### src/core/dfsp_pkg.sv
/*
 what: constants for the dsp-format audio serial port register block
 assumes: included by the single design module; offsets are byte addresses
*/
package dfsp_pkg;
   // register byte addresses on the documented register port
   localparam logic [16:0] ADDR_TX_CONFIG   = 17'h1ec00;
   localparam logic [16:0] ADDR_TX_COMMAND  = 17'h1ec08;
   localparam logic [16:0] ADDR_TX_SAMPLE   = 17'h1ec10;
   localparam logic [16:0] ADDR_FIFO_PTR    = 17'h1ec20;
   localparam logic [16:0] ADDR_RX_CONFIG   = 17'h1ec30;
   localparam logic [16:0] ADDR_RX_COMMAND  = 17'h1ec34;
   localparam logic [16:0] ADDR_FIFO_FLAGS  = 17'h1ec38;
   localparam logic [16:0] ADDR_RX_SAMPLE   = 17'h1ec40;
   localparam logic [16:0] ADDR_PAD_ROUTING = 17'h1ec60;
   localparam logic [16:0] ADDR_CODEC_RESET = 17'h1ec64;
   // field positions
   localparam int RATE_HI = 5;
   localparam int RATE_LO = 3;
   localparam int ROLE_BIT = 2;
   localparam int WIDTH_HI = 1;
   localparam int WIDTH_LO = 0;
   localparam int IF_EN_BIT = 2;
   localparam int XFER_EN_BIT = 1;
   localparam int DMA_EN_BIT = 0;
   localparam int RX_CLR_BIT = 1;
   localparam int TX_CLR_BIT = 0;
   localparam int AUDIO_PAD_BIT = 1;
   localparam int TWO_WIRE_PAD_BIT = 0;
   localparam int CODEC_RST_BIT = 0;
   localparam int SAMPLE_HI = 31;
   localparam int SAMPLE_LO = 8;
   localparam int SAMPLE_W = 24;
   // config and command widths
   localparam int CONF_W = 6;
   localparam int CMD_W  = 3;
   // fifo geometry
   localparam int FIFO_DEPTH = 8;
   localparam int PTR_W = 3;
   // sample-rate codes
   typedef enum logic [2:0] {
      DFSP_FS_48K, DFSP_FS_44K1, DFSP_FS_32K, DFSP_FS_22K05,
      DFSP_FS_16K, DFSP_FS_11K025, DFSP_FS_8K, DFSP_FS_8K_ALT
   } dfsp_rate_t;
   // word width codes
   typedef enum logic [1:0] {
      DFSP_W16, DFSP_W18, DFSP_W20, DFSP_W24
   } dfsp_width_t;
   // bit clock aims at the 12 MHz master clock; bit clocks per frame per rate
   localparam int MCLK_HZ = 12000000;
   localparam int CLK_HZ  = 40000000;
   // half-period of the generated bit clock in system cycles (rounded down, min 1)
   localparam int BCLK_HALF_CYC = (CLK_HZ / MCLK_HZ / 2) < 1 ? 1 : CLK_HZ / MCLK_HZ / 2;
   localparam logic [10:0] FRAME_250 = 11'h0fa;
   localparam logic [10:0] FRAME_272 = 11'h110;
endpackage : dfsp_pkg

### src/core/dfsp_regs.sv
/*
 what: register file, tx/rx fifos, dma requests and dsp-format serial engine
 assumes: documented register port (select, enable, write, address, data), one
 40 MHz clock; bit clock and word select from a master-mode codec are
 asynchronous pins sampled here
*/
`timescale 1ns/1ps
// What this block does
// - tx rate field picks 250 or 272 bit clocks per frame
// - rx rate field, stored and read back but unused
// - tx config bit two picks slave or master role
// - bits one-zero pick 16/18/20/24 bits
// - tx command bit two starts interface
// - tx command bit one enables transmit
// - tx command bit zero gates dma requests
// - rx command bit one enables receive
// - rx command bit zero gates dma requests
// - tx buffer takes msb-aligned sample
// - rx buffer returns msb-aligned sample
// - status bit one: rx fifo not empty
// - status bit zero: tx fifo has room
// - routing bit one sends port to pads
// - routing bit zero sends two-wire to pads
// - codec reset bit drives codec reset output
// - reset holds codec reset bit low
// - each direction buffers eight words
// - frame starts after word-select rise, msb first
// - dma request drops on acknowledge rise
// - master drives clocks, slave accepts them
module dfsp_regs
   import dfsp_pkg::*;
(
   input  wire logic        clk,
   input  wire logic        reset_n,
   input  wire logic        sel,
   input  wire logic        enable,
   input  wire logic        write,
   input  wire logic [16:0] addr,
   input  wire logic [31:0] wdata,
   output logic      [31:0] rdata,
   input  wire logic        dma_ack,
   output logic             tx_dma_request,
   output logic             rx_dma_request,
   input  wire logic        bit_clock_in,
   input  wire logic        word_select_in,
   input  wire logic        serial_data_in,
   output logic             bit_clock_out,
   output logic             bit_clock_oe,
   output logic             word_select_out,
   output logic             word_select_oe,
   output logic             serial_data_out,
   output logic             audio_port_to_pads,
   output logic             two_wire_to_pads,
   output logic             codec_reset_n
);
   logic [CONF_W-1:0]   tx_config;
   logic [CMD_W-1:0]    tx_command;
   logic [CONF_W-1:0]   rx_config;
   logic [CMD_W-1:0]    rx_command;
   logic [SAMPLE_W-1:0] tx_mem [FIFO_DEPTH];
   logic [SAMPLE_W-1:0] rx_mem [FIFO_DEPTH];
   logic [PTR_W:0]      tx_wp, tx_rp, rx_wp, rx_rp;
   logic                tx_full, tx_empty, rx_full, rx_empty;
   logic                wr_acc, rd_acc, tx_push, rx_pop, tx_pop, rx_push;
   logic [SAMPLE_W-1:0] rx_word;
   logic [2:0]          bck_s, wsl_s;
   logic [1:0]          sdi_s;
   logic                ack_d;
   logic                bck_int, wsl_int;
   logic [3:0]          div_cnt;
   logic [10:0]         bit_pos;
   logic                bck_now, wsl_now, wsl_prev;
   logic [SAMPLE_W-1:0] tx_shift, rx_shift;
   logic                run;

   // bit mask for a word width: samples shorter than 24 bits keep zeros below lsb
   function automatic logic [SAMPLE_W-1:0] width_mask(input logic [1:0] code);
      unique case (dfsp_width_t'(code))
         DFSP_W16: width_mask = 24'hffff00;
         DFSP_W18: width_mask = 24'hffffc0;
         DFSP_W20: width_mask = 24'hfffff0;
         DFSP_W24: width_mask = 24'hffffff;
      endcase
   endfunction

   // bit clocks per frame; 48k family uses 250, 44.1k family 272
   function automatic logic [10:0] frame_len(input logic [2:0] code);
      unique case (dfsp_rate_t'(code))
         DFSP_FS_44K1, DFSP_FS_22K05, DFSP_FS_11K025: frame_len = FRAME_272;
         default:                                      frame_len = FRAME_250;
      endcase
   endfunction

   // channel length in bits for the configured width
   function automatic logic [4:0] chan_bits(input logic [1:0] code);
      unique case (dfsp_width_t'(code))
         DFSP_W16: chan_bits = 5'h10;
         DFSP_W18: chan_bits = 5'h12;
         DFSP_W20: chan_bits = 5'h14;
         DFSP_W24: chan_bits = 5'h18;
      endcase
   endfunction

   // access decode; one access per sel and enable cycle, so a held enable would
   // repeat a push or a pop once per clock: masters must drop it after one cycle
   // pointers carry one extra wrap bit so that full and empty differ when the
   // low bits match; eight words fill the array exactly
   assign wr_acc  = sel & enable & write;
   assign rd_acc  = sel & enable & ~write;
   assign run     = tx_command[IF_EN_BIT];
   assign tx_push = wr_acc && addr == ADDR_TX_SAMPLE && !tx_full;
   assign rx_pop  = rd_acc && addr == ADDR_RX_SAMPLE && !rx_empty;
   assign tx_full  = (tx_wp[PTR_W] != tx_rp[PTR_W]) && (tx_wp[PTR_W-1:0] == tx_rp[PTR_W-1:0]);
   assign tx_empty = tx_wp == tx_rp;
   assign rx_full  = (rx_wp[PTR_W] != rx_rp[PTR_W]) && (rx_wp[PTR_W-1:0] == rx_rp[PTR_W-1:0]);
   assign rx_empty = rx_wp == rx_rp;

   // configuration and command registers; reserved bits are not stored
   always_ff @(posedge clk) begin
      if (!reset_n) begin
         tx_config  <= '0;
         tx_command <= '0;
         rx_config  <= '0;
         rx_command <= '0;
      end else if (wr_acc) begin
         if (addr == ADDR_TX_CONFIG)  tx_config  <= wdata[CONF_W-1:0];
         if (addr == ADDR_TX_COMMAND) tx_command <= wdata[CMD_W-1:0];
         if (addr == ADDR_RX_CONFIG)  rx_config  <= wdata[CONF_W-1:0];
         if (addr == ADDR_RX_COMMAND) rx_command <= {1'b0, wdata[XFER_EN_BIT:0]};
      end
   end

   // codec reset powers up asserted; software must release it after reset
   // routing and codec reset; codec reset bit forced low by reset
   always_ff @(posedge clk) begin
      if (!reset_n) begin
         audio_port_to_pads <= 1'b0;
         two_wire_to_pads   <= 1'b0;
         codec_reset_n      <= 1'b0;
      end else if (wr_acc) begin
         if (addr == ADDR_PAD_ROUTING) begin
            audio_port_to_pads <= wdata[AUDIO_PAD_BIT];
            two_wire_to_pads   <= wdata[TWO_WIRE_PAD_BIT];
         end
         if (addr == ADDR_CODEC_RESET) codec_reset_n <= wdata[CODEC_RST_BIT];
      end
   end

   // transmit fifo; a clear write wins over a pop in the same cycle
   always_ff @(posedge clk) begin
      if (!reset_n) begin
         tx_wp <= '0;
         tx_rp <= '0;
      end else if (wr_acc && addr == ADDR_FIFO_PTR && wdata[TX_CLR_BIT]) begin
         tx_wp <= '0;
         tx_rp <= '0;
      end else begin
         if (tx_push) begin
            tx_mem[tx_wp[PTR_W-1:0]] <= wdata[SAMPLE_HI:SAMPLE_LO];
            tx_wp <= tx_wp + 1'b1;
         end
         if (tx_pop) tx_rp <= tx_rp + 1'b1;
      end
   end

   // receive fifo; a word arriving when full is dropped
   always_ff @(posedge clk) begin
      if (!reset_n) begin
         rx_wp <= '0;
         rx_rp <= '0;
      end else if (wr_acc && addr == ADDR_FIFO_PTR && wdata[RX_CLR_BIT]) begin
         rx_wp <= '0;
         rx_rp <= '0;
      end else begin
         if (rx_push && !rx_full) begin
            rx_mem[rx_wp[PTR_W-1:0]] <= rx_word;
            rx_wp <= rx_wp + 1'b1;
         end
         if (rx_pop) rx_rp <= rx_rp + 1'b1;
      end
   end

   // reading the rx buffer when empty returns zero and leaves the pointers
   // alone, so a stray poll cannot lose a word
   // read data mux; unmapped and reserved bits return zero
   always_ff @(posedge clk) begin
      if (!reset_n) begin
         rdata <= '0;
      end else if (rd_acc) begin
         unique case (addr)
            ADDR_TX_CONFIG:   rdata <= {26'h0, tx_config};
            ADDR_TX_COMMAND:  rdata <= {29'h0, tx_command};
            ADDR_RX_CONFIG:   rdata <= {26'h0, rx_config};
            ADDR_RX_COMMAND:  rdata <= {29'h0, rx_command};
            ADDR_FIFO_FLAGS:  rdata <= {30'h0, !rx_empty, !tx_full};
            ADDR_RX_SAMPLE:   rdata <= rx_empty ? 32'h0 :
                                       {rx_mem[rx_rp[PTR_W-1:0]], 8'h00};
            ADDR_PAD_ROUTING: rdata <= {30'h0, audio_port_to_pads, two_wire_to_pads};
            ADDR_CODEC_RESET: rdata <= {31'h0, codec_reset_n};
            default:          rdata <= '0;
         endcase
      end
   end

   // ack_d remembers the acknowledge level so only its rising edge counts; a
   // held acknowledge leaves the requests following the flags again
   // dma requests follow the fifo flags, drop for one cycle on ack rise
   always_ff @(posedge clk) begin
      if (!reset_n) begin
         ack_d          <= 1'b0;
         tx_dma_request <= 1'b0;
         rx_dma_request <= 1'b0;
      end else begin
         ack_d          <= dma_ack;
         tx_dma_request <= tx_command[DMA_EN_BIT] && !tx_full && !(dma_ack && !ack_d);
         rx_dma_request <= rx_command[DMA_EN_BIT] && !rx_empty && !(dma_ack && !ack_d);
      end
   end

   // pin synchronisers; stage zero feeds only stage one
   always_ff @(posedge clk) begin
      if (!reset_n) begin
         bck_s <= '0;
         wsl_s <= '0;
         sdi_s <= '0;
      end else begin
         bck_s <= {bck_s[1:0], bit_clock_in};
         wsl_s <= {wsl_s[1:0], word_select_in};
         sdi_s <= {sdi_s[0], serial_data_in};
      end
   end

   // limitation: the divider cannot reach an exact 12 MHz from 40 MHz, so the
   // generated bit clock is 20 MHz (half-period rounded down to one cycle) and the frame rate drifts
   // master clock generator; tx role bit decides who owns the clocks
   always_ff @(posedge clk) begin
      if (!reset_n || !run) begin
         div_cnt <= '0;
         bck_int <= 1'b0;
         wsl_int <= 1'b0;
         bit_pos <= '0;
      end else if (div_cnt == 4'(BCLK_HALF_CYC - 1)) begin
         div_cnt <= '0;
         bck_int <= !bck_int;
         if (bck_int) begin
            // falling edge of bit clock advances frame position
            bit_pos <= (bit_pos == frame_len(tx_config[RATE_HI:RATE_LO]) - 1'b1) ?
                       11'h0 : bit_pos + 1'b1;
            wsl_int <= (bit_pos == frame_len(tx_config[RATE_HI:RATE_LO]) - 1'b1);
         end
      end else begin
         div_cnt <= div_cnt + 1'b1;
      end
   end

   // clock pins: driven only in master role and while running
   always_ff @(posedge clk) begin
      if (!reset_n) begin
         bit_clock_out   <= 1'b0;
         bit_clock_oe    <= 1'b0;
         word_select_out <= 1'b0;
         word_select_oe  <= 1'b0;
      end else begin
         bit_clock_out   <= bck_int;
         word_select_out <= wsl_int;
         bit_clock_oe    <= run && tx_config[ROLE_BIT];
         word_select_oe  <= run && tx_config[ROLE_BIT];
      end
   end

   // edges of the clock actually in use
   assign bck_now  = tx_config[ROLE_BIT] ? bck_int : bck_s[2];
   assign wsl_now  = tx_config[ROLE_BIT] ? wsl_int : wsl_s[2];
   // edges are found inside the serial engine by comparing with bck_prev; the
   // slave path reads the third synchroniser stage, so a bit clock edge is seen
   // two to three cycles late, and data comes from the second stage, which
   // keeps it inside the codec's hold window
   // limitation: a slave bit clock faster than about a sixth of clk is missed

   // serial engine: latch word select, shift on bit clock edges
   logic bck_prev;
   logic [5:0] chan_pos;
   always_ff @(posedge clk) begin
      if (!reset_n || !run) begin
         bck_prev  <= 1'b0;
         wsl_prev  <= 1'b0;
         chan_pos  <= 6'h3f;
         tx_shift  <= '0;
         rx_shift  <= '0;
         serial_data_out <= 1'b0;
         tx_pop    <= 1'b0;
         rx_push   <= 1'b0;
         rx_word   <= '0;
      end else begin
         bck_prev <= bck_now;
         tx_pop   <= 1'b0;
         rx_push  <= 1'b0;
         if (bck_now && !bck_prev) begin
            // rising bit clock: sample input and watch word select
            wsl_prev <= wsl_now;
            if (chan_pos < 6'(2 * chan_bits(rx_config[WIDTH_HI:WIDTH_LO])) &&
                rx_command[XFER_EN_BIT]) begin
               rx_shift <= {rx_shift[SAMPLE_W-2:0], sdi_s[1]};
               if (chan_pos == 6'(chan_bits(rx_config[WIDTH_HI:WIDTH_LO]) - 1) ||
                   chan_pos == 6'(2 * chan_bits(rx_config[WIDTH_HI:WIDTH_LO]) - 1)) begin
                  rx_word <= ({rx_shift[SAMPLE_W-2:0], sdi_s[1]} <<
                             (SAMPLE_W - chan_bits(rx_config[WIDTH_HI:WIDTH_LO]))) &
                             width_mask(rx_config[WIDTH_HI:WIDTH_LO]);
                  rx_push <= 1'b1;
               end
            end
            if (wsl_now && !wsl_prev) chan_pos <= '0;
            else if (chan_pos != 6'h3f) chan_pos <= chan_pos + 1'b1;
         end else if (!bck_now && bck_prev) begin
            // falling bit clock: present next transmit bit, msb first
            if (tx_command[XFER_EN_BIT] &&
                chan_pos < 6'(2 * chan_bits(tx_config[WIDTH_HI:WIDTH_LO]))) begin
               if (chan_pos == 6'h0 ||
                   chan_pos == 6'(chan_bits(tx_config[WIDTH_HI:WIDTH_LO]))) begin
                  tx_shift <= tx_empty ? '0 :
                              (tx_mem[tx_rp[PTR_W-1:0]] &
                               width_mask(tx_config[WIDTH_HI:WIDTH_LO])) << 1;
                  serial_data_out <= !tx_empty && tx_mem[tx_rp[PTR_W-1:0]][SAMPLE_W-1];
                  tx_pop <= !tx_empty;
               end else begin
                  serial_data_out <= tx_shift[SAMPLE_W-1];
                  tx_shift <= tx_shift << 1;
               end
            end else begin
               serial_data_out <= 1'b0;
            end
         end
      end
   end
endmodule // dfsp_regs
### config.mk
export PLATFORM = sky130hd
export DESIGN_NAME = dfsp_regs
export DESIGN_NICKNAME = d
export VERILOG_FILES = /design/src/core/dfsp_pkg.sv /design/src/core/dfsp_regs.sv
export SDC_FILE = /design/constraint.sdc
export NUM_CORES = 1
export LEC_CHECK = 0
export ABC_AREA = 1
export ABC_CLOCK_PERIOD_IN_PS = 3700
export BUFFER_PORTS_ARGS = -buffer_cell sky130_fd_sc_hd__buf_4
export CAP_MARGIN = 20
export CORE_AREA = 2 2 216 218
export DETAILED_ROUTE_END_ITERATION = 12
export DIE_AREA = 0 0 218 220
export PLACE_DENSITY_LB_ADDON = 0.15
export SLEW_MARGIN = 20
export SYNTH_ARGS = -nofsm -noshare
export SYNTH_HDL_FRONTEND = slang
export SYNTH_SLANG_ARGS = --single-unit
export TNS_END_PERCENT = 50
### constraint.sdc
create_clock -name clk -period 3.7 [get_ports clk]
set_clock_uncertainty 0.05 [all_clocks]
set_input_delay 0.925 -clock clk [delete_from_list [all_inputs] [get_ports clk]]
set_output_delay 0.925 -clock clk [all_outputs]
set_load 0.01 [all_outputs]
---- Yosys cells after proc, flatten, opt, wreduce, memory -nomap -nowiden ----
Memories as Yosys holds them, arrays and structs flattened. A register that Yosys moved wholly into a read port is not among the register bits.
Cells that the tools add are included.
cells by class
  $add $sub $neg .......................... 11
  multipliers ............................. 0
  div/mod/pow operators ................... 0
  magnitude comparators ................... 2
  equal/unequal tests ..................... 30
  shift operators ......................... 1
  multiplexer cells ....................... 57
  bitwise gates (word level) .............. 12
  reduce and logical (&&, ||, !) cells .... 60
operators with widths
  cell                                                              count
  32-bit one-hot mux with 8 select lines                            1
  17-bit == test (second input constant)                            10
  24-bit two-way mux                                                6
  23-bit two-way mux                                                5
  24-bit one-hot mux with 4 select lines                            1
  23-bit one-hot mux with 4 select lines                            1
  5-bit two-way mux                                                 16
  11-bit two-way mux                                                4
  5-bit one-hot mux with 4 select lines                             2
  32-bit two-way mux                                                1
  24-bit by 32-bit << shifter with 24-bit output                    1
  24-bit bitwise AND                                                1
  23-bit bitwise AND                                                1
  1-bit logical AND                                                 22
  4-bit by 1-bit adder with 4-bit output (second input constant)    5
  2-bit AND reduction                                               10
  1-bit two-way mux                                                 13
  6-bit == test                                                     2
  1-bit zero test                                                   12
  6-bit < comparator                                                2
  3-bit two-way mux                                                 4
  6-bit two-way mux                                                 2
  11-bit by 1-bit adder with 11-bit output (second input constant)  1
  11-bit == test                                                    1
  other kinds (27)                                                  49
storage, ports and cells
  register bits after elaboration ......... 181
  latch bits .............................. 0
  memory bits (writable) .................. 384
  memory bits (read-only) ................. 0
  input bits .............................. 58
  memories kept ........................... 2
memories
  memory  depth  bits a word  rd ports  clocked after Yosys merged registers in  write ports  RTL line         text
  rx_mem  8      24           1         1                                        1            dfsp_regs.sv:61  logic [SAMPLE_W-1:0] rx_mem [FIFO_DEPTH];
  tx_mem  8      24           1         1                                        1            dfsp_regs.sv:60  logic [SAMPLE_W-1:0] tx_mem [FIFO_DEPTH];

---- Depth between registers and ports, before layout ----
Gate-level depths: netlist of run 1.
  depth in word-level cells ............... 22
  mapped depth ............................ 14
  mapped depth without buffers ............ 13

---- Worst setup path before layout of run 1 ----
Ideal clock, no wire load.
  path kind ............................... in2reg
  from .................................... in addr[7]
  to ...................................... mem tx_mem[3][0], enable pin
  library setup time ...................... 0.435 ns
  arrival ................................. 3.484 ns
  data required time ...................... 3.215 ns
  setup slack ............................. -0.269 ns
  cell stages on the path ................. 8
  path buffers ............................ 0
  cell sequence ........................... nor2_1 -> nand2_1 -> nor2_1 -> nand3_1 -> nand3b_1 -> inv_1 -> nand2_1 -> nor3_1
on the way
  cells in the longest elaborated chain, start to end .. 7
RTL lines
  element                                    RTL line          text
  start, declared                            dfsp_regs.sv:38   input wire logic [16:0] addr,
  17-bit == test                             dfsp_regs.sv:111  assign tx_push = wr_acc && addr == ADDR_TX_SAMPLE && !tx_full;
  1-bit logical AND (2 in a row)             dfsp_regs.sv:111
  1-bit two-way mux                          dfsp_regs.sv:158  if (tx_push) begin
  1-bit two-way mux *                        dfsp_regs.sv:154  end else if (wr_acc && addr == ADDR_FIFO_PTR && wdata[TX_CLR_BIT]) begin
  1-bit two-way mux *                        dfsp_regs.sv:151  if (!reset_n) begin
  1-bit two-way mux (not written as such) *  dfsp_regs.sv:159  tx_mem[tx_wp[PTR_W-1:0]] <= wdata[SAMPLE_HI:SAMPLE_LO];
  end, declared                              dfsp_regs.sv:60
Every way passes the cells marked *; elsewhere a longest branch is shown, timed or not.

---- Final worst setup path of run 1 ----
  from .................................... reg rx_config[0]
  to ...................................... reg rx_word[8]
on the way
  cells in the longest elaborated chain, start to end .. 9
RTL lines
  element                                                                                    RTL line                            text
  start, declared                                                                            dfsp_regs.sv:58                     logic [CONF_W-1:0] rx_config;
  start signal, assigned                                                                     dfsp_regs.sv:128                    if (addr == ADDR_RX_CONFIG) rx_config <= wdata[CONF_W-1:0];
  2-bit == test, or another cell as far along                                                dfsp_regs.sv:96                     unique case (dfsp_width_t'(code))
  5-bit one-hot mux with 4 select lines *                                                    dfsp_regs.sv:96
  5-bit two-way mux (on tied branches)                                                       dfsp_regs.sv:304, dfsp_regs.sv:301
  5-bit two-way mux (on tied branches)                                                       dfsp_regs.sv:301, dfsp_regs.sv:298
  5-bit two-way mux (on tied branches)                                                       dfsp_regs.sv:298, dfsp_regs.sv:284
  5-bit two-way mux, or another cell as far along                                            dfsp_regs.sv:284                    if (!reset_n || !run) begin
  5-bit by 5-bit subtractor with 6-bit output, or another cell as far along                  dfsp_regs.sv:307                    (SAMPLE_W - chan_bits(rx_config[WIDTH_HI:WIDTH_LO]))) &
  24-bit by 32-bit << shifter with 24-bit output / 1-bit logical OR (equally long branches)  dfsp_regs.sv:306, dfsp_regs.sv:304
  24-bit bitwise AND / 3-bit AND reduction (equally long branches)                           n/a
  end signal, assigned                                                                       dfsp_regs.sv:306                    rx_word <= ({rx_shift[SAMPLE_W-2:0], sdi_s[1]} <<
  end, declared                                                                              dfsp_regs.sv:65                     logic [SAMPLE_W-1:0] rx_word;
Every way passes the cells marked *; elsewhere a longest branch is shown, timed or not. The select of a mux whose other input is x is not followed.
A chain may end at the register's enable or synchronous reset.

==> impl_metrics.env, run 1 <==
export IMPL_grt_pass1_vias=16900
export IMPL_fp_dieW_um=218
export IMPL_final_period_utilization_pct=71.9
export IMPL_worstPathMaxFanout=29
export IMPL_cp_arrival_ps=3120
export IMPL_cts_resized=0
export IMPL_synthCells=2439
export IMPL_synth_top_family_by_area="simple AND/OR/NAND/NOR gates"
export IMPL_cp_cell_sequence="inv_1 -> ha_1 -> inv_1 -> nand2_1 -> o21ai_0 -> nor3_1 -> nand2_1 -> nand2_1 -> nand2_2 -> buf_4 -> a21oi_1 -> nor2_1"
export IMPL_slew_headroom_pct=33.2
export IMPL_area_delta_synth_final_pct=14.3
export IMPL_cts_tree="done"
export IMPL_rsz0062_at_grt="no"
export IMPL_ys_flop_type="edfxtp_1"
export IMPL_setup_violations=0
export IMPL_timing_fmax_mhz=376
export IMPL_synth_largest_area_cell="edfxtp_1"
export IMPL_cts_root_buffer_cell="clkbuf_16"
export IMPL_htreeDepth=2
export IMPL_hp_class="register to register"
export IMPL_grt_antenna_before_repair=1
export IMPL_drv_slew=0
export IMPL_multi_input_area_um2=7480
export IMPL_cts_buffers=57
export IMPL_drt_iter0_drc=1384
export IMPL_worst_pin_slew_ps=1000
export IMPL_cpPeakStageDelay_ps=720
export IMPL_hold_path_startpoint="wsl_s[1]"
export IMPL_n_fill_cell=3845
export IMPL_num_nets_final=2586
export IMPL_dpl_hpwl_um=34500
export IMPL_post_synth_xor_area_fraction_pct=0.661
export IMPL_drc_errors=0
export IMPL_synthAdderAreaFrac_pct=0.996
export IMPL_power_density_nw_per_um2=474
export IMPL_path_delay_family="adder cells"
export IMPL_avgViaCountPerCell=5.50
export IMPL_post_cts_buffers=0
export IMPL_fin_tns_setup_ps=0
export IMPL_power_uw=12900
export IMPL_placed_cells=3057
export IMPL_fp_coreArea_um2=45900
export IMPL_drt_pass1_iterations=6
export IMPL_cts_buffer_depth=3
export IMPL_rr_startpoint="rx_config[0]"
export IMPL_maxCapViolCount=0
export IMPL_stdcell_area_um2=27300
export IMPL_cts_sinks=568
export IMPL_yosys_warnings=0
export IMPL_required_ps=4160
export IMPL_ir_drop_uv=449
export IMPL_worst_setup_path_start_kind="register"
export IMPL_hold_path_end="wsl_s[2]"
export IMPL_muxShareOfSynthArea_pct=0
export IMPL_clkLatencyLatePin_ps=620
export IMPL_yosys_area_share_simple_pct=16.8
export IMPL_yosysTopAreaCellShare_pct=48.3
export IMPL_final_util_pct=59.5
export IMPL_start_util_pct=52.0
export IMPL_portBuffers=95
export IMPL_hold_violations=0
export IMPL_rr_worst_depth=12
export IMPL_yosysMostFrequentCell="nand2_1"
export IMPL_synthTopCellsByArea="edfxtp_1 (48%), dfxtp_1 (15%), nand2_1 (7.3%)"
export IMPL_vias=17400
export IMPL_grt_pass1_wl_um=90200
export IMPL_instances_no_fill=3166
export IMPL_synth_area_per_cell_um2=9.78
export IMPL_rows=79
export IMPL_die_area_um2=48000
export IMPL_die_y_um=220
export IMPL_outcome="finished clean"
export IMPL_synth_compound_area_share_pct=12.6
export IMPL_grt_max_degree=97
export IMPL_layout_area_seq_um2=15200
export IMPL_seq_area_frac_synth_pct=63.8
export IMPL_crit_type="register to register"
export IMPL_p_leak_uw=0.00994
export IMPL_yosysUniqueCellTypes=43
export IMPL_routedWlPerCell_um=17.8
export IMPL_gr_usage_all_layers_pct=23.9
export IMPL_cpMostUsedCell="nand2_1"
export IMPL_cpMaxStageDelayCell="ha_1"
export IMPL_gp_congestion=0.874
export IMPL_fin_crit_ps=2660
export IMPL_cp_end_kind="register"
export IMPL_drtAntennaViolNets=0
export IMPL_synthTopCellsByCount="nand2_1 (463), edfxtp_1 (384), nor2_1 (371), o21ai_0 (282), dfxtp_1 (184)"
export IMPL_grt_overflow=0
export IMPL_min_delay_path_depth=2
export IMPL_clk_pin_slew_ps=60
export IMPL_drive_gt1_share_pct=11.3
export IMPL_drt_wl_total_um=56400
export IMPL_synth_edff_count=384
export IMPL_ys_seq_elements=568
export IMPL_synth_area_um2=23900
export IMPL_pin_count=100
export IMPL_synth_async_reset_ratio_pct=0
export IMPL_r2r_end="rx_word[8]"
export IMPL_cp_num_buf_inv=3
export IMPL_cts_hold_buf=0
export IMPL_postPlaceCellArea_um2=25300
export IMPL_reg2reg_setup_slack_ps=1040
[per-layer routing]
layer	global-route usage, %	part of all wire [%]
met1	31.0	44
met2	40.7	48
met3	4.79	5.8
met4	7.17	2.2
met5	0	0
[state kept, by name, indices dropped and copies added, names as in the netlist, 2 cells and up, named ones only]
| signal | count |
|---|---|
| tx_config | 6 |
| rx_shift | 23 |
| chan_pos | 6 |
| rx_mem | 192 |
| tx_rp | 4 |
| bit_pos | 11 |
| rx_config | 6 |
| div_cnt | 4 |
| wsl_s | 3 |
| bck_s | 3 |
| tx_wp | 4 |
| sdi_s | 2 |
| tx_mem | 192 |
| rx_word | 24 |
| tx_shift | 23 |
| rdata | 30 |
| rx_wp | 4 |
| rx_command | 2 |
| tx_command | 3 |
| rx_rp | 4 |
[worst max-delay path by stage]
stage | start | slack, ps | cells past startpoint | endpoint
after CTS | enable | 1080 | 8 | rx_mem[4][3]
after global routing | rx_config[1] | 790 | 12 | rx_word[7]
final | rx_config[0] | 1040 | 12 | rx_word[8]
after detailed placement | enable | 430 | 8 | rx_mem[4][3]
after global placement | enable | 500 | 8 | rx_mem[4][5]
after floorplan | addr[7] | -270 | 8 | tx_mem[3][0]
[stage by stage]
stage               worst slack, ps  hold slack, ps
detailed placement              427             356
global placement                503             348
finish                         1040             364
floorplan                      -269             340
CTS                            1080             370
global route                    790             394
[worst min-delay path, stage by stage, from the launching register on]
cell     delay [ps]
dfxtp_1         300
nand2_1          50
inv_1            40
[power breakdown]
group / switching (µW) / internal (µW) / total (µW) / leakage [µW]
Clock: 2430 / 3620 / 6050 / 0.000976
Sequential: 1.35 / 6730 / 6730 / 0.00490
Combinational: 93.1 / 51.5 / 145 / 0.00407
[cell families (layout without fill, tap and decap cells)]
| kind of cell | count (synthesis) | in the layout |
|---|---|---|
| compound gates | 543 | 543 |
| fa+ha+maj | 19 | 19 |
| flops | 568 | 568 |
| xor+xnor | 18 | 18 |
| buf+inv | 303 | 421 |
| other cells | 1 | 3 |
| simple gates | 987 | 987 |
[cell usage in the layout, fill, tap and decap left out, types with 6 or more instances in the layout]
cell,synthesis,final
a211oi_1,13,13
a21oi_1,92,92
a21oi_2,10,10
buf_12,0,8
buf_4,10,138
bufinv_16,0,7
clkbuf_1,86,15
clkbuf_16,0,58
clkbuf_8,0,12
clkinv_2,1,11
dfxtp_1,184,182
edfxtp_1,384,384
ha_1,19,19
inv_1,156,154
inv_2,8,9
nand2_1,463,463
nand2_2,6,6
nand3_1,80,80
nand4_1,31,31
nor2_1,371,359
nor2_2,2,10
nor3_1,18,14
o211ai_1,22,22
o21a_1,15,15
o21ai_0,282,282
o21ai_1,15,15
o22ai_1,86,86
xnor2_1,7,7
xor2_1,11,11
[area by class of cell]
cell class                      instances  area share [%]
Timing Repair Buffer                  146            4.38
Clock inverter                         23            1.20
Tap cell                              607            2.78
Inverter                              167            2.31
Antenna cell                            1         0.00917
Sequential cell                       568            55.8
Clock buffer                           85            6.13
Multi-Input combinational cell       1569            27.4
No activity file was read; power rests on OpenSTA's default activity.
==> inputs of run 2 (changes only) <==
--- a/config.mk
+++ b/config.mk
@@ -6,7 +6,7 @@
 export NUM_CORES = 1
 export LEC_CHECK = 0
 export ABC_AREA = 1
-export ABC_CLOCK_PERIOD_IN_PS = 3700
+export ABC_CLOCK_PERIOD_IN_PS = 2300
 export BUFFER_PORTS_ARGS = -buffer_cell sky130_fd_sc_hd__buf_4
 export CAP_MARGIN = 20
 export CORE_AREA = 2 2 216 218
==> constraint.sdc (replaced) <==
create_clock -name clk -period 2.3 [get_ports clk]
set_clock_uncertainty 0.05 [all_clocks]
set_input_delay 0.575 -clock clk [delete_from_list [all_inputs] [get_ports clk]]
set_output_delay 0.575 -clock clk [all_outputs]
set_load 0.01 [all_outputs]
==> impl_metrics.env, run 2 (synthesis gave the netlist of run 1 again) <==
export IMPL_hp_class="primary input to register"
export IMPL_clk_pin_slew_ps=60
export IMPL_cp_arrival_ps=2620
export IMPL_gp_congestion=0.892
export IMPL_grt_pass1_vias=16700
export IMPL_cts_root_buffer_cell="clkbuf_16"
export IMPL_rows=79
export IMPL_drc_errors=0
export IMPL_dpl_hpwl_um=37400
export IMPL_cts_buffers=57
export IMPL_postPlaceCellArea_um2=25900
export IMPL_cpMostUsedCell="nand2_1"
export IMPL_whs_ps=92.9
export IMPL_die_y_um=220
export IMPL_cp_end_kind="register"
export IMPL_worst_pin_slew_ps=639
export IMPL_maxCapViolCount=0
export IMPL_htreeDepth=2
export IMPL_setup_violations=0
export IMPL_cts_tree="done"
export IMPL_portBuffers=95
export IMPL_drt_wl_total_um=57400
export IMPL_worstPathMaxFanout=9
export IMPL_grt_pass1_wl_um=89300
export IMPL_p_leak_uw=0.0101
export IMPL_multi_input_area_um2=7550
export IMPL_crit_type="register to register"
export IMPL_power_density_nw_per_um2=733
export IMPL_cts_sinks=568
export IMPL_post_cts_buffers=0
export IMPL_outcome="finished clean"
export IMPL_rsz0062_at_grt="no"
export IMPL_fin_tns_setup_ps=0
export IMPL_drt_pass1_iterations=7
export IMPL_drtAntennaViolNets=0
export IMPL_timing_fmax_mhz=469
export IMPL_required_ps=2790
export IMPL_vias=17500
export IMPL_n_fill_cell=3808
export IMPL_die_area_um2=48000
export IMPL_slew_headroom_pct=57.3
export IMPL_worst_setup_path_start_kind="register"
export IMPL_start_util_pct=52.0
export IMPL_hold_violations=0
export IMPL_clkLatencyLatePin_ps=620
export IMPL_layout_area_seq_um2=15200
export IMPL_gr_usage_all_layers_pct=23.9
export IMPL_cpMaxStageDelayCell="o21ai_0"
export IMPL_cts_buffer_depth=3
export IMPL_fin_crit_ps=2130
export IMPL_grt_antenna_before_repair=0
export IMPL_area_delta_synth_final_pct=16.7
export IMPL_diodes=0
export IMPL_drive_gt1_share_pct=13.3
export IMPL_drt_iter0_drc=1365
export IMPL_num_nets_final=2637
export IMPL_cpPeakStageDelay_ps=340
export IMPL_stdcell_area_um2=27800
export IMPL_fp_dieW_um=218
export IMPL_fp_coreArea_um2=45900
export IMPL_routedWlPerCell_um=17.8
export IMPL_grt_overflow=0
export IMPL_final_cell_mix="nand2_1 (459), edfxtp_1 (384), nor2_1 (356), o21ai_0 (275), dfxtp_1 (182)"
export IMPL_grt_max_degree=63
export IMPL_avgViaCountPerCell=5.43
export IMPL_ir_drop_uv=925
export IMPL_drv_slew=0
export IMPL_reg2reg_setup_slack_ps=170
export IMPL_final_period_utilization_pct=92.6
export IMPL_cp_cell_sequence="inv_1 -> ha_2 -> nand2_2 -> buf_4 -> nand2_1 -> o21ai_0 -> nand2_1 -> nor3_1 -> nand2_1 -> a21oi_1"
export IMPL_pin_count=100
export IMPL_power_uw=20400
export IMPL_layout_commonest_cell="nand2_1"
-- run 2: cell count changes in the layout (fill, tap and decap cells not counted), sizes merged --
| cell | delta |
|---|---|
| buf | +51 |
| clkinvlp | -1 |
| clkinv | +13 |
| inv | +3 |
| clkbuf | -14 |
| bufinv | -1 |
| diode | -1 |
-- run 2: path summary, 6_finish.rpt --
| kind | from | endpoint | cells after the start |
|---|---|---|---|
| setup reg to reg | rx_config[0] | rx_word[2] | 10 |
| hold / removal | bit_clock_in | bck_s[0] | 3 |
| hold reg to reg | wsl_s[0] | wsl_s[1] | 2 |
| setup / recovery | rx_config[0] | rx_word[2] | 10 |
-- run 2: area by class of cell --
class	count	share of cell area, %
clock inverter	37	1.26
timing repair buffer	197	6.43
inverter	167	2.26
sequential	568	54.7
tap	607	2.73
multi-input combinational	1569	27.1
clock buffer	71	5.53
-- run 2: per-stage QoR --
stage,setup WS [ps],instances,util [%]
after global placement,-242,3108,56.6
after CTS,57.9,3216,60.7
after floorplan,-203,2440,-
final,170,3216,60.7
after detailed placement,-260,3108,56.6
after global routing,6.40,3216,60.7
-- run 2: power by group --
part / internal [µW] / switching [µW] / leakage (µW)
Clock: 5430 / 3870 / 0.000932
Combinational: 102 / 169 / 0.00444
Sequential: 10800 / 2.58 / 0.00475
Total: 16400 / 4040 / 0.0101
-- run 2: routing by layer --
metal	vias up	part of all wire, %	track usage (%)
met4	0	2.0	6.76
met2	469	49	41.3
met3	72	4.9	3.56
met1	8294	45	31.5
met5	-	0	0
li1	8618	-	-
-- run 2: worst max-delay path, delay by kind of cell, from the launching register on --
kind            cells  cell delay, ps
fa+ha+maj           1             330
flops               1             310
buf+inv             2             300
simple gates        5             600
compound gates      2             450
-- run 2: timing repair --
action / in CTS / in global routing
resized for setup: 0 / 11
endpoints found under the setup margin: 0 / 24
hold buffers: 0 / 0
